## src/hub_cfg_pkg.sv

```systemverilog
// constants for the hub release number and first configuration byte
package hub_cfg_pkg;
  localparam logic [7:0] REL_LOW_ADDR = 8'h04;
  localparam logic [7:0] REL_HIGH_ADDR = 8'h05;
  localparam logic [7:0] CFG_ONE_ADDR = 8'h06;
  localparam logic [7:0] CFG_TWO_ADDR = 8'h07;
  localparam logic [7:0] REL_LOW_RESET = 8'h00;
  localparam logic [7:0] REL_HIGH_RESET = 8'h00;
  localparam logic [7:0] CFG_ONE_RESET = 8'h00;
  localparam logic CFG_TWO_DYN_RESET = 1'b0;
  localparam int SUPPLY_BIT = 7;
  localparam int RESERVED_BIT = 6;
  localparam int HS_OFF_BIT = 5;
  localparam int PER_PORT_TT_BIT = 4;
  localparam int EOP_SUPPRESS_BIT = 3;
  localparam int DYN_POWER_BIT = 7;
  localparam logic [7:0] CFG_ONE_WRITABLE = 8'hBF;
  localparam int DEFAULT_PORTS = 7;
  localparam int SYNC_STAGES = 2;
endpackage

```

## src/hub_release_and_config_byte.sv

```systemverilog
// release number and first configuration byte storage with derived hub controls
//
// Summary of operation
// - hold 16-bit BCD release at 04h, 05h
// - load from EEPROM or SMBus writer
// - bit 7: zero bus, one self power
// - self power: all ports available, 500mA
// - dynamic switching overrides select with sense pin
// - bit 5 forces full-speed-only attachment
// - bit 4 picks shared or per-port translators
// - host single-TT choice overrides per-port translators
// - bit 3 suppresses EOP at EOF1
// - EOP at EOF1 only full speed, idle
// - dynamic flag: one enables sense-pin switching
`timescale 1ns/1ps
module hub_release_and_config_byte #(
  parameter int PORTS = hub_cfg_pkg::DEFAULT_PORTS
) (
  input wire logic clock,
  input wire logic rst,
  input wire logic eeprom_source,
  input wire logic eeprom_wr_en,
  input wire logic [7:0] eeprom_addr,
  input wire logic [7:0] eeprom_wr_data,
  input wire logic smbus_wr_en,
  input wire logic smbus_rd_en,
  input wire logic [7:0] smbus_addr,
  input wire logic [7:0] smbus_wr_data,
  output logic [7:0] smbus_rd_data,
  output logic smbus_rd_valid,
  input wire logic local_supply_present,
  input wire logic host_single_tt,
  input wire logic [PORTS-1:0] bus_port_allowed,
  input wire logic full_speed_mode,
  input wire logic eof1_point,
  input wire logic downstream_traffic_seen,
  output logic [15:0] release_number,
  output logic self_powered,
  output logic [PORTS-1:0] port_available,
  output logic [PORTS-1:0] port_high_current,
  output logic high_speed_off,
  output logic per_port_translator_active,
  output logic dynamic_power_enable,
  output logic eop_at_eof1
);
  // stored bytes
  logic [7:0] release_number_low;
  logic [7:0] release_number_high;
  logic [7:0] cfg_one;
  logic dyn_flag;

  // write path
  logic eeprom_taken;
  logic smbus_taken;
  logic [7:0] wr_data;
  logic eeprom_at_low;
  logic eeprom_at_high;
  logic eeprom_at_one;
  logic eeprom_at_two;
  logic smbus_at_low;
  logic smbus_at_high;
  logic smbus_at_one;
  logic smbus_at_two;
  logic hit_low;
  logic hit_high;
  logic hit_cfg_one;
  logic hit_cfg_two;
  logic [7:0] cfg_one_in;
  logic dyn_in;
  logic [7:0] next_release_number_low;
  logic [7:0] next_release_number_high;
  wire [7:0] next_cfg_one;
  logic next_dyn_flag;

  // read path
  logic [7:0] view_cfg_one;
  logic [7:0] view_cfg_two;
  logic [7:0] rd_term_low;
  logic [7:0] rd_term_high;
  logic [7:0] rd_term_one;
  logic [7:0] rd_term_two;
  logic [7:0] next_rd_data;
  logic [7:0] next_smbus_rd_data;
  logic next_smbus_rd_valid;

  // derived controls
  logic sel_supply;
  logic sel_hs_off;
  logic sel_per_port;
  logic sel_eop_off;
  wire [PORTS-1:0] next_port_available;
  wire [PORTS-1:0] next_port_high_current;
  logic next_per_port_translator_active;
  logic next_high_speed_off;
  logic next_dynamic_power_enable;
  logic [15:0] next_release_number;
  logic fs_frame_end;
  logic frame_quiet;
  logic eop_allowed;
  logic next_eop_at_eof1;

  // one writer at a time; the source strap chooses which is honoured
  assign eeprom_taken = eeprom_source && eeprom_wr_en;
  assign smbus_taken = !eeprom_source && smbus_wr_en;
  assign wr_data = eeprom_source ? eeprom_wr_data : smbus_wr_data;

  // each source decodes its own address, so no address mux sits in front
  assign eeprom_at_low = eeprom_addr == hub_cfg_pkg::REL_LOW_ADDR;
  assign eeprom_at_high = eeprom_addr == hub_cfg_pkg::REL_HIGH_ADDR;
  assign eeprom_at_one = eeprom_addr == hub_cfg_pkg::CFG_ONE_ADDR;
  assign eeprom_at_two = eeprom_addr == hub_cfg_pkg::CFG_TWO_ADDR;
  assign smbus_at_low = smbus_addr == hub_cfg_pkg::REL_LOW_ADDR;
  assign smbus_at_high = smbus_addr == hub_cfg_pkg::REL_HIGH_ADDR;
  assign smbus_at_one = smbus_addr == hub_cfg_pkg::CFG_ONE_ADDR;
  assign smbus_at_two = smbus_addr == hub_cfg_pkg::CFG_TWO_ADDR;

  assign hit_low = (eeprom_taken && eeprom_at_low) || (smbus_taken && smbus_at_low);
  assign hit_high = (eeprom_taken && eeprom_at_high) || (smbus_taken && smbus_at_high);
  assign hit_cfg_one = (eeprom_taken && eeprom_at_one) || (smbus_taken && smbus_at_one);
  assign hit_cfg_two = (eeprom_taken && eeprom_at_two) || (smbus_taken && smbus_at_two);

  // reserved bit is masked on the way in so it can never be stored
  assign cfg_one_in = wr_data & hub_cfg_pkg::CFG_ONE_WRITABLE;
  // only the dynamic power flag of the second byte is kept here
  assign dyn_in = wr_data[hub_cfg_pkg::DYN_POWER_BIT];

  // the two release bytes are not paired: each lands on its own write
  assign next_release_number_low = hit_low ? wr_data : release_number_low;
  assign next_release_number_high = hit_high ? wr_data : release_number_high;
  assign next_dyn_flag = hit_cfg_two ? dyn_in : dyn_flag;

  genvar b;
  generate
    for (b = 0; b < $bits(cfg_one); b++) begin : g_cfg_bit
      assign next_cfg_one[b] = hit_cfg_one ? cfg_one_in[b] : cfg_one[b];
    end
  endgenerate

  // stored bytes reset to zero, as an unloaded part would read
  always_ff @(posedge clock) begin
    if (rst) begin
      release_number_low <= hub_cfg_pkg::REL_LOW_RESET;
    end else begin
      release_number_low <= next_release_number_low;
    end
  end

  always_ff @(posedge clock) begin
    if (rst) begin
      release_number_high <= hub_cfg_pkg::REL_HIGH_RESET;
    end else begin
      release_number_high <= next_release_number_high;
    end
  end

  always_ff @(posedge clock) begin
    if (rst) begin
      cfg_one <= hub_cfg_pkg::CFG_ONE_RESET;
    end else begin
      cfg_one <= next_cfg_one;
    end
  end

  always_ff @(posedge clock) begin
    if (rst) begin
      dyn_flag <= hub_cfg_pkg::CFG_TWO_DYN_RESET;
    end else begin
      dyn_flag <= next_dyn_flag;
    end
  end

  // reads ignore the strap; the reserved bit is forced low again on the way out
  assign view_cfg_one = cfg_one & hub_cfg_pkg::CFG_ONE_WRITABLE;
  assign view_cfg_two = {dyn_flag, 7'h00};

  // an unmapped address selects no term and reads zero
  assign rd_term_low = smbus_at_low ? release_number_low : 8'h00;
  assign rd_term_high = smbus_at_high ? release_number_high : 8'h00;
  assign rd_term_one = smbus_at_one ? view_cfg_one : 8'h00;
  assign rd_term_two = smbus_at_two ? view_cfg_two : 8'h00;
  assign next_rd_data = rd_term_low | rd_term_high | rd_term_one | rd_term_two;

  // data holds until the next read so a slow reader still finds it
  assign next_smbus_rd_data = smbus_rd_en ? next_rd_data : smbus_rd_data;
  assign next_smbus_rd_valid = smbus_rd_en;

  always_ff @(posedge clock) begin
    if (rst) begin
      smbus_rd_valid <= 1'b0;
    end else begin
      smbus_rd_valid <= next_smbus_rd_valid;
    end
  end

  always_ff @(posedge clock) begin
    if (rst) begin
      smbus_rd_data <= 8'h00;
    end else begin
      smbus_rd_data <= next_smbus_rd_data;
    end
  end

  assign sel_supply = cfg_one[hub_cfg_pkg::SUPPLY_BIT];
  assign sel_hs_off = cfg_one[hub_cfg_pkg::HS_OFF_BIT];
  assign sel_per_port = cfg_one[hub_cfg_pkg::PER_PORT_TT_BIT];
  assign sel_eop_off = cfg_one[hub_cfg_pkg::EOP_SUPPRESS_BIT];

  // the sense pin is synchronised inside before it may override the select bit
  supply_source_resolver supply_resolve (
    .clock(clock),
    .rst(rst),
    .local_supply_present(local_supply_present),
    .dynamic_power_enable(dyn_flag),
    .supply_source_select(sel_supply),
    .self_powered(self_powered)
  );

  // a bus-powered hub cannot promise every port, so the per-port allowance decides there
  genvar p;
  generate
    for (p = 0; p < PORTS; p++) begin : g_port
      assign next_port_available[p] = self_powered | bus_port_allowed[p];
      assign next_port_high_current[p] = self_powered;
    end
  endgenerate

  always_ff @(posedge clock) begin
    if (rst) begin
      port_available <= '0;
    end else begin
      port_available <= next_port_available;
    end
  end

  always_ff @(posedge clock) begin
    if (rst) begin
      port_high_current <= '0;
    end else begin
      port_high_current <= next_port_high_current;
    end
  end

  // the host may force single-translator operation at any time
  assign next_per_port_translator_active = sel_per_port && !host_single_tt;

  always_ff @(posedge clock) begin
    if (rst) begin
      per_port_translator_active <= 1'b0;
    end else begin
      per_port_translator_active <= next_per_port_translator_active;
    end
  end

  // field controls sit one register past the stored byte
  assign next_high_speed_off = sel_hs_off;

  always_ff @(posedge clock) begin
    if (rst) begin
      high_speed_off <= 1'b0;
    end else begin
      high_speed_off <= next_high_speed_off;
    end
  end

  // reported so the power logic outside knows the switching mode
  assign next_dynamic_power_enable = dyn_flag;

  always_ff @(posedge clock) begin
    if (rst) begin
      dynamic_power_enable <= 1'b0;
    end else begin
      dynamic_power_enable <= next_dynamic_power_enable;
    end
  end

  // bcd is kept as written; no digit check is made
  assign next_release_number = {release_number_high, release_number_low};

  always_ff @(posedge clock) begin
    if (rst) begin
      release_number <= 16'h0000;
    end else begin
      release_number <= next_release_number;
    end
  end

  // a full-speed hub only window; EOF1 must be quiet for the packet to be sent
  assign fs_frame_end = eof1_point && full_speed_mode;
  assign frame_quiet = !downstream_traffic_seen;
  // the suppress bit overrides every other condition
  assign eop_allowed = !sel_eop_off;
  assign next_eop_at_eof1 = fs_frame_end && frame_quiet && eop_allowed;

  always_ff @(posedge clock) begin
    if (rst) begin
      eop_at_eof1 <= 1'b0;
    end else begin
      eop_at_eof1 <= next_eop_at_eof1;
    end
  end
endmodule

```

## src/supply_source_resolver.sv

```systemverilog
// synchronises the local supply sense pin and resolves self or bus power
`timescale 1ns/1ps
module supply_source_resolver (
  input wire logic clock,
  input wire logic rst,
  input wire logic local_supply_present,
  input wire logic dynamic_power_enable,
  input wire logic supply_source_select,
  output logic self_powered
);
  logic [hub_cfg_pkg::SYNC_STAGES-1:0] sense_sync;
  logic sense_clean;
  logic next_self_powered;

  // the pin is asynchronous; only the second stage is read
  always_ff @(posedge clock) begin
    if (rst) begin
      sense_sync <= '0;
    end else begin
      sense_sync <= {sense_sync[hub_cfg_pkg::SYNC_STAGES-2:0], local_supply_present};
    end
  end

  assign sense_clean = sense_sync[hub_cfg_pkg::SYNC_STAGES-1];
  // the select bit is ignored once dynamic switching is on
  assign next_self_powered = dynamic_power_enable ? sense_clean : supply_source_select;

  always_ff @(posedge clock) begin
    if (rst) begin
      self_powered <= 1'b0;
    end else begin
      self_powered <= next_self_powered;
    end
  end
endmodule

```

## config.mk

```make
export PLATFORM = sky130hd
export DESIGN_NAME = hub_release_and_config_byte
export DESIGN_NICKNAME = d
export VERILOG_FILES = /design/src/hub_cfg_pkg.sv /design/src/hub_release_and_config_byte.sv /design/src/supply_source_resolver.sv
export SDC_FILE = /design/constraint.sdc
export NUM_CORES = 1
export LEC_CHECK = 0
export BUFFER_PORTS_ARGS = -buffer_cell sky130_fd_sc_hd__buf_2
export CAP_MARGIN = 30
export CORE_MARGIN = 2
export CORE_UTILIZATION = 50
export DETAILED_ROUTE_END_ITERATION = 8
export GPL_TIMING_DRIVEN = 0
export PLACE_DENSITY = 0.9
export SYNTH_ARGS = -nofsm -noshare
export SYNTH_HDL_FRONTEND = slang
export SYNTH_SLANG_ARGS = --single-unit
export TNS_END_PERCENT = 1
```

## constraint.sdc

```tcl
create_clock -name clock -period 4.95 [get_ports clock]
set_input_delay 0.2475 -clock clock [delete_from_list [all_inputs] [get_ports clock]]
set_output_delay 0.2475 -clock clock [all_outputs]
set_load 0.05 [all_outputs]
```

==> results.md <==
- The H-tree was split into 3 levels.
- The cell area that synthesis handed to floorplanning was between 2000 and 2500 µm².
- The number of fillers in the final layout is about 350.
- The portion of total power attributed to the clock network is 47.1%.
- The max-slew violation count was 0.
- Static timing analysis puts the maximum clock frequency at 616.4 MHz.
- The initial standard-cell utilization of the core is between 50% and 60%.
- The critical path class is in -> reg.
- On the final layout, the worst clock skew is roughly 0.0086 ns.
- The synthesized-area fraction occupied by ao, oa, aoi and oai cells is approximately 5.6%.
- The cell sitting at the root of the clock tree is a sky130_fd_sc_hd__clkbuf_8.
- The predominant post-synthesis flop cell is sky130_fd_sc_hd__dfxtp_1.
- The final clock period utilization by the worst path is 32.77%.
- The clock sink total is 64.
- The post-CTS clock slew at the launch and capture registers of the worst setup and hold paths is 0.07 ns.
- For the worst setup path, the data required time is between 5 and 6 ns.
- The number of antenna cells inserted is 0.
- The clock buffer count from CTS is 9.
- The routed design could run at a clock period as short as ~1.6 ns.
- Before CTS, the worst setup slack after placement is around 3 ns.
- The post-CTS repair timing setup buffer count is 0.
- After clock tree synthesis, the flow added hold-fix buffers numbering 0.
- Net switching is ~22% of the power.
- The clock tree from TritonCTS is built.
- The cell taking the most area after synthesis is sky130_fd_sc_hd__dfxtp_1.
- The worst setup path is launched from an input port.
- STA classifies the critical path endpoint as a flip-flop.
- The number of nets in the synthesized netlist is 278.
- Across the VDD grid, the largest voltage drop is approximately 0.00015 V.
- The post-synthesis register bit count is between 60 and 70.
- 94 I/O pins were placed.
- The worst hold-check path type is in -> reg.
- The placed wire-length estimate after detailed placement is 3.904 mm.
- The maximum number of buffers from clock root to sink is 2.
- The fraction of registers with async set or reset after synthesis is 0%.
- The average cell area after synthesis is between 10 and 15 µm².
- The count of synthesis-stage warnings from yosys is 0.
- The via count normalized by instance count is 4.868.
- The top-area cell type share of the netlist area is 52.35%.
- The floorplan step defined a die boundary enclosing 5470 µm².
- By area the synthesized netlist is led by sky130_fd_sc_hd__dfxtp_1 52%, sky130_fd_sc_hd__nor2b_1 7.2%, sky130_fd_sc_hd__mux2i_1 7.0%.
- The floorplan step set the die height to 73.96 µm.
- After detailed routing, the average wire length per cell comes to around 14 µm.
- The number of instances in the synthesized netlist is between 200 and 250.
- The number of hold-slack violations in the final timing report is 0.
- The sum of internal, switching and leakage power is 1123 µW.
- The number of global-route vias before repair is between 1500 and 2000.
- Summed over all layers, the global routing overflow is 0.
- The share of post-route cells with drive strength above 1 is around two fifths.
- The internal power summed over all cells is between 800 and 900 µW.
- The analysis attributes to cell leakage a power of roughly 0.0015 µW.
- The growth of design area from synthesis to finish is 31.65%.
- The most common cell in the synthesized netlist is sky130_fd_sc_hd__dfxtp_1.
- The detail route stage leaves a number of antenna-violating nets equal to 0.
- The multiplexer fraction of the synthesized cell area is between 10% and 20%.
- The synthesized-area fraction occupied by and/or/nand/nor cells is 18.61%.
- The initial DRC count is between 100 and 150.
- Across all setup checks in the final design, the least slack found is 3.328 ns.
- The power density normalized to cell area is 348.5 nW/µm².
- For the worst setup path, the data arrival time is between 1.5 and 2 ns.
- The adder-cell share of the synthesized area is 0%.
- The latest clock arrival within the worst-skew pair is between 0.3 and 0.4 ns.
- The number of enable-type register cells in the synthesized netlist is 0.
- Summed over all failing endpoints, the final setup total negative slack is 0 ns.
- Of all nets on the critical path, the largest fanout is 7.
- Setup repair after global routing left no endpoint under its margin.
- Max-cap violations in this run came to 0.
- The number of DRC violations after detailed routing is 0.
- The count of buffers added on input and output ports is 91.
- The first global-routing pass estimated roughly 8 mm of wire.
- The global-route usage over all layers is a little over 20%.
- Setup violations remaining at the end of the flow were counted as 0.
- Across all layers, the routed design uses about 2000 vias.
- The width of the chip is around 74 µm.
- Sequential cells were found to cover between 50 and 60% of the synthesized design area.
- Entering global routing, the biggest net connects 12 pins.
- In the synthesized netlist, the cells that appear most often are 64 x sky130_fd_sc_hd__dfxtp_1, 28 x sky130_fd_sc_hd__nor2b_1, 27 x sky130_fd_sc_hd__nor2_1.
- The run finished with clean final reports.
- The first detailed-routing pass ran for 4 iterations.
- The final net count is 380.
- The worst hold path stage count is 2.
- The number of different library cells in the post-synthesis netlist is 31.
- The final wirelength is around 5.5 mm.
- The post-cts sizing count is 0.
- Combinational logic burns 6.5% of the power.
- The worst max-slew margin expressed relative to the limit is a little under three fifths.
- Summing the areas of all xor and xnor instances in the mapped netlist gives 0% of the synthesized area.
- For the worst flop-to-flop path, the logic depth is 3.
- Per report_power, the sequential group accounts for between 40% and 50% of the total.
- The initial antenna violation count is 0.
- The placer's final routability congestion estimate is slightly below 0.8.
- The number of placement rows is 25.
- After synthesis, the largest family of logic cells by area is simple AND/OR/NAND/NOR gates.
- In this run the power spent charging and discharging nets is ~240 µW.
- The standard cell core area is 4723 µm².
- The pin slew with the least headroom to its limit is roughly 0.65 ns.
==> worst paths after layout <==
check / startpoint / to / slack [ns]
worst max-delay path: eeprom_addr[5] / cfg_one[5] / 3.33
worst min-delay path: host_single_tt / per_port_translator_active / 0.06
worst max register to register: dyn_flag / smbus_rd_data[7] / 3.86
worst min register to register: supply_resolve.sense_sync[0] / supply_resolve.sense_sync[1] / 0.44
==> layout make-up <==
| class | count | area (µm²) | area share (%) |
|---|---|---|---|
| repair buffers | 91 | 455.4 | 14.14 |
| multi-input cells | 141 | 1044 | 32.39 |
| inverters | 3 | 11.26 | 0.3495 |
| clock inverters | 6 | 107.6 | 3.340 |
| well taps | 67 | 83.83 | 2.602 |
| plain buffers | 20 | 111.4 | 3.456 |
| flip-flops and latches | 64 | 1281 | 39.77 |
| clock buffers | 10 | 127.6 | 3.961 |
==> power groups by stage <==
stage	Clock [µW]	Sequential, µW	Combinational [µW]
6_report	529	521	73.6
2_1_floorplan	0	546	28.9
5_1_grt	555	521	81.2
3_3_place_gp	0	532	71.9
4_1_cts	533	520	74.0
3_5_place_dp	0	532	73.4
==> logic make-up after synthesis <==
| group | count (synthesis) |
|---|---|
| AOI/OAI and AO/OA | 18 |
| buffers and inverters | 23 |
| DFF | 64 |
| muxes | 41 |
| and+or+nand+nor | 82 |
==> state kept, by name, indices dropped and copies added (netlist names) <==
signal and cells:
port_available 7, smbus_rd_valid 1, dyn_flag 1, cfg_one 7
release_number 16, eop_at_eof1 1, supply_resolve.self_powered 1, release_number_high 8
port_high_current 1, supply_resolve.sense_sync 2, smbus_rd_data 8, high_speed_off 1
per_port_translator_active 1, dynamic_power_enable 1, release_number_low 8
==> critical path, cell delays in order <==
cell and delay (ns):
sky130_fd_sc_hd__buf_2 0.09, sky130_fd_sc_hd__or4_1 0.54, sky130_fd_sc_hd__nor3_1 0.29, sky130_fd_sc_hd__a22o_1 0.19, sky130_fd_sc_hd__buf_6 0.14, sky130_fd_sc_hd__mux2_2 0.35
==> through the flow <==
stage	cells	util, %	hold WS [ns]	area [µm²]
final	402	68.21	0.05829	3222
after global routing	402	68.21	0.05698	3222
after CTS	402	68.21	0.05239	3222
after detailed placement	386	63.23	0.4056	2987
after global placement	386	63.23	0.4039	2987
after floorplan	228	-	0.3199	2447
==> cells in the final DEF (no fill, tap or decap), types with 6 or more instances in the layout <==
| master | netlist | routed |
|---|---|---|
| sky130_fd_sc_hd__a21oi_1 | 8 | 8 |
| sky130_fd_sc_hd__buf_2 | 2 | 93 |
| sky130_fd_sc_hd__buf_4 | 7 | 7 |
| sky130_fd_sc_hd__clkbuf_1 | 7 | 8 |
| sky130_fd_sc_hd__clkbuf_8 | 0 | 9 |
| sky130_fd_sc_hd__dfxtp_1 | 64 | 64 |
| sky130_fd_sc_hd__mux2_1 | 8 | 8 |
| sky130_fd_sc_hd__mux2_2 | 15 | 15 |
| sky130_fd_sc_hd__mux2i_1 | 17 | 17 |
| sky130_fd_sc_hd__nand2b_1 | 9 | 9 |
| sky130_fd_sc_hd__nand3_1 | 8 | 8 |
| sky130_fd_sc_hd__nor2_1 | 27 | 27 |
| sky130_fd_sc_hd__nor2b_1 | 28 | 28 |
| sky130_fd_sc_hd__o2bb2ai_1 | 6 | 6 |
==> routing by layer <==
| metal | track usage, % | routed length, µm | vias to the layer above |
|---|---|---|---|
| li1 | - | - | 974 |
| met1 | 24.87 | 2377 | 890 |
| met2 | 33.83 | 2550 | 85 |
| met3 | 6.098 | 453 | 8 |
| met4 | 10.10 | 69 | 0 |
| met5 | 0 | 0 | - |
(Power assumes the default switching activity.)
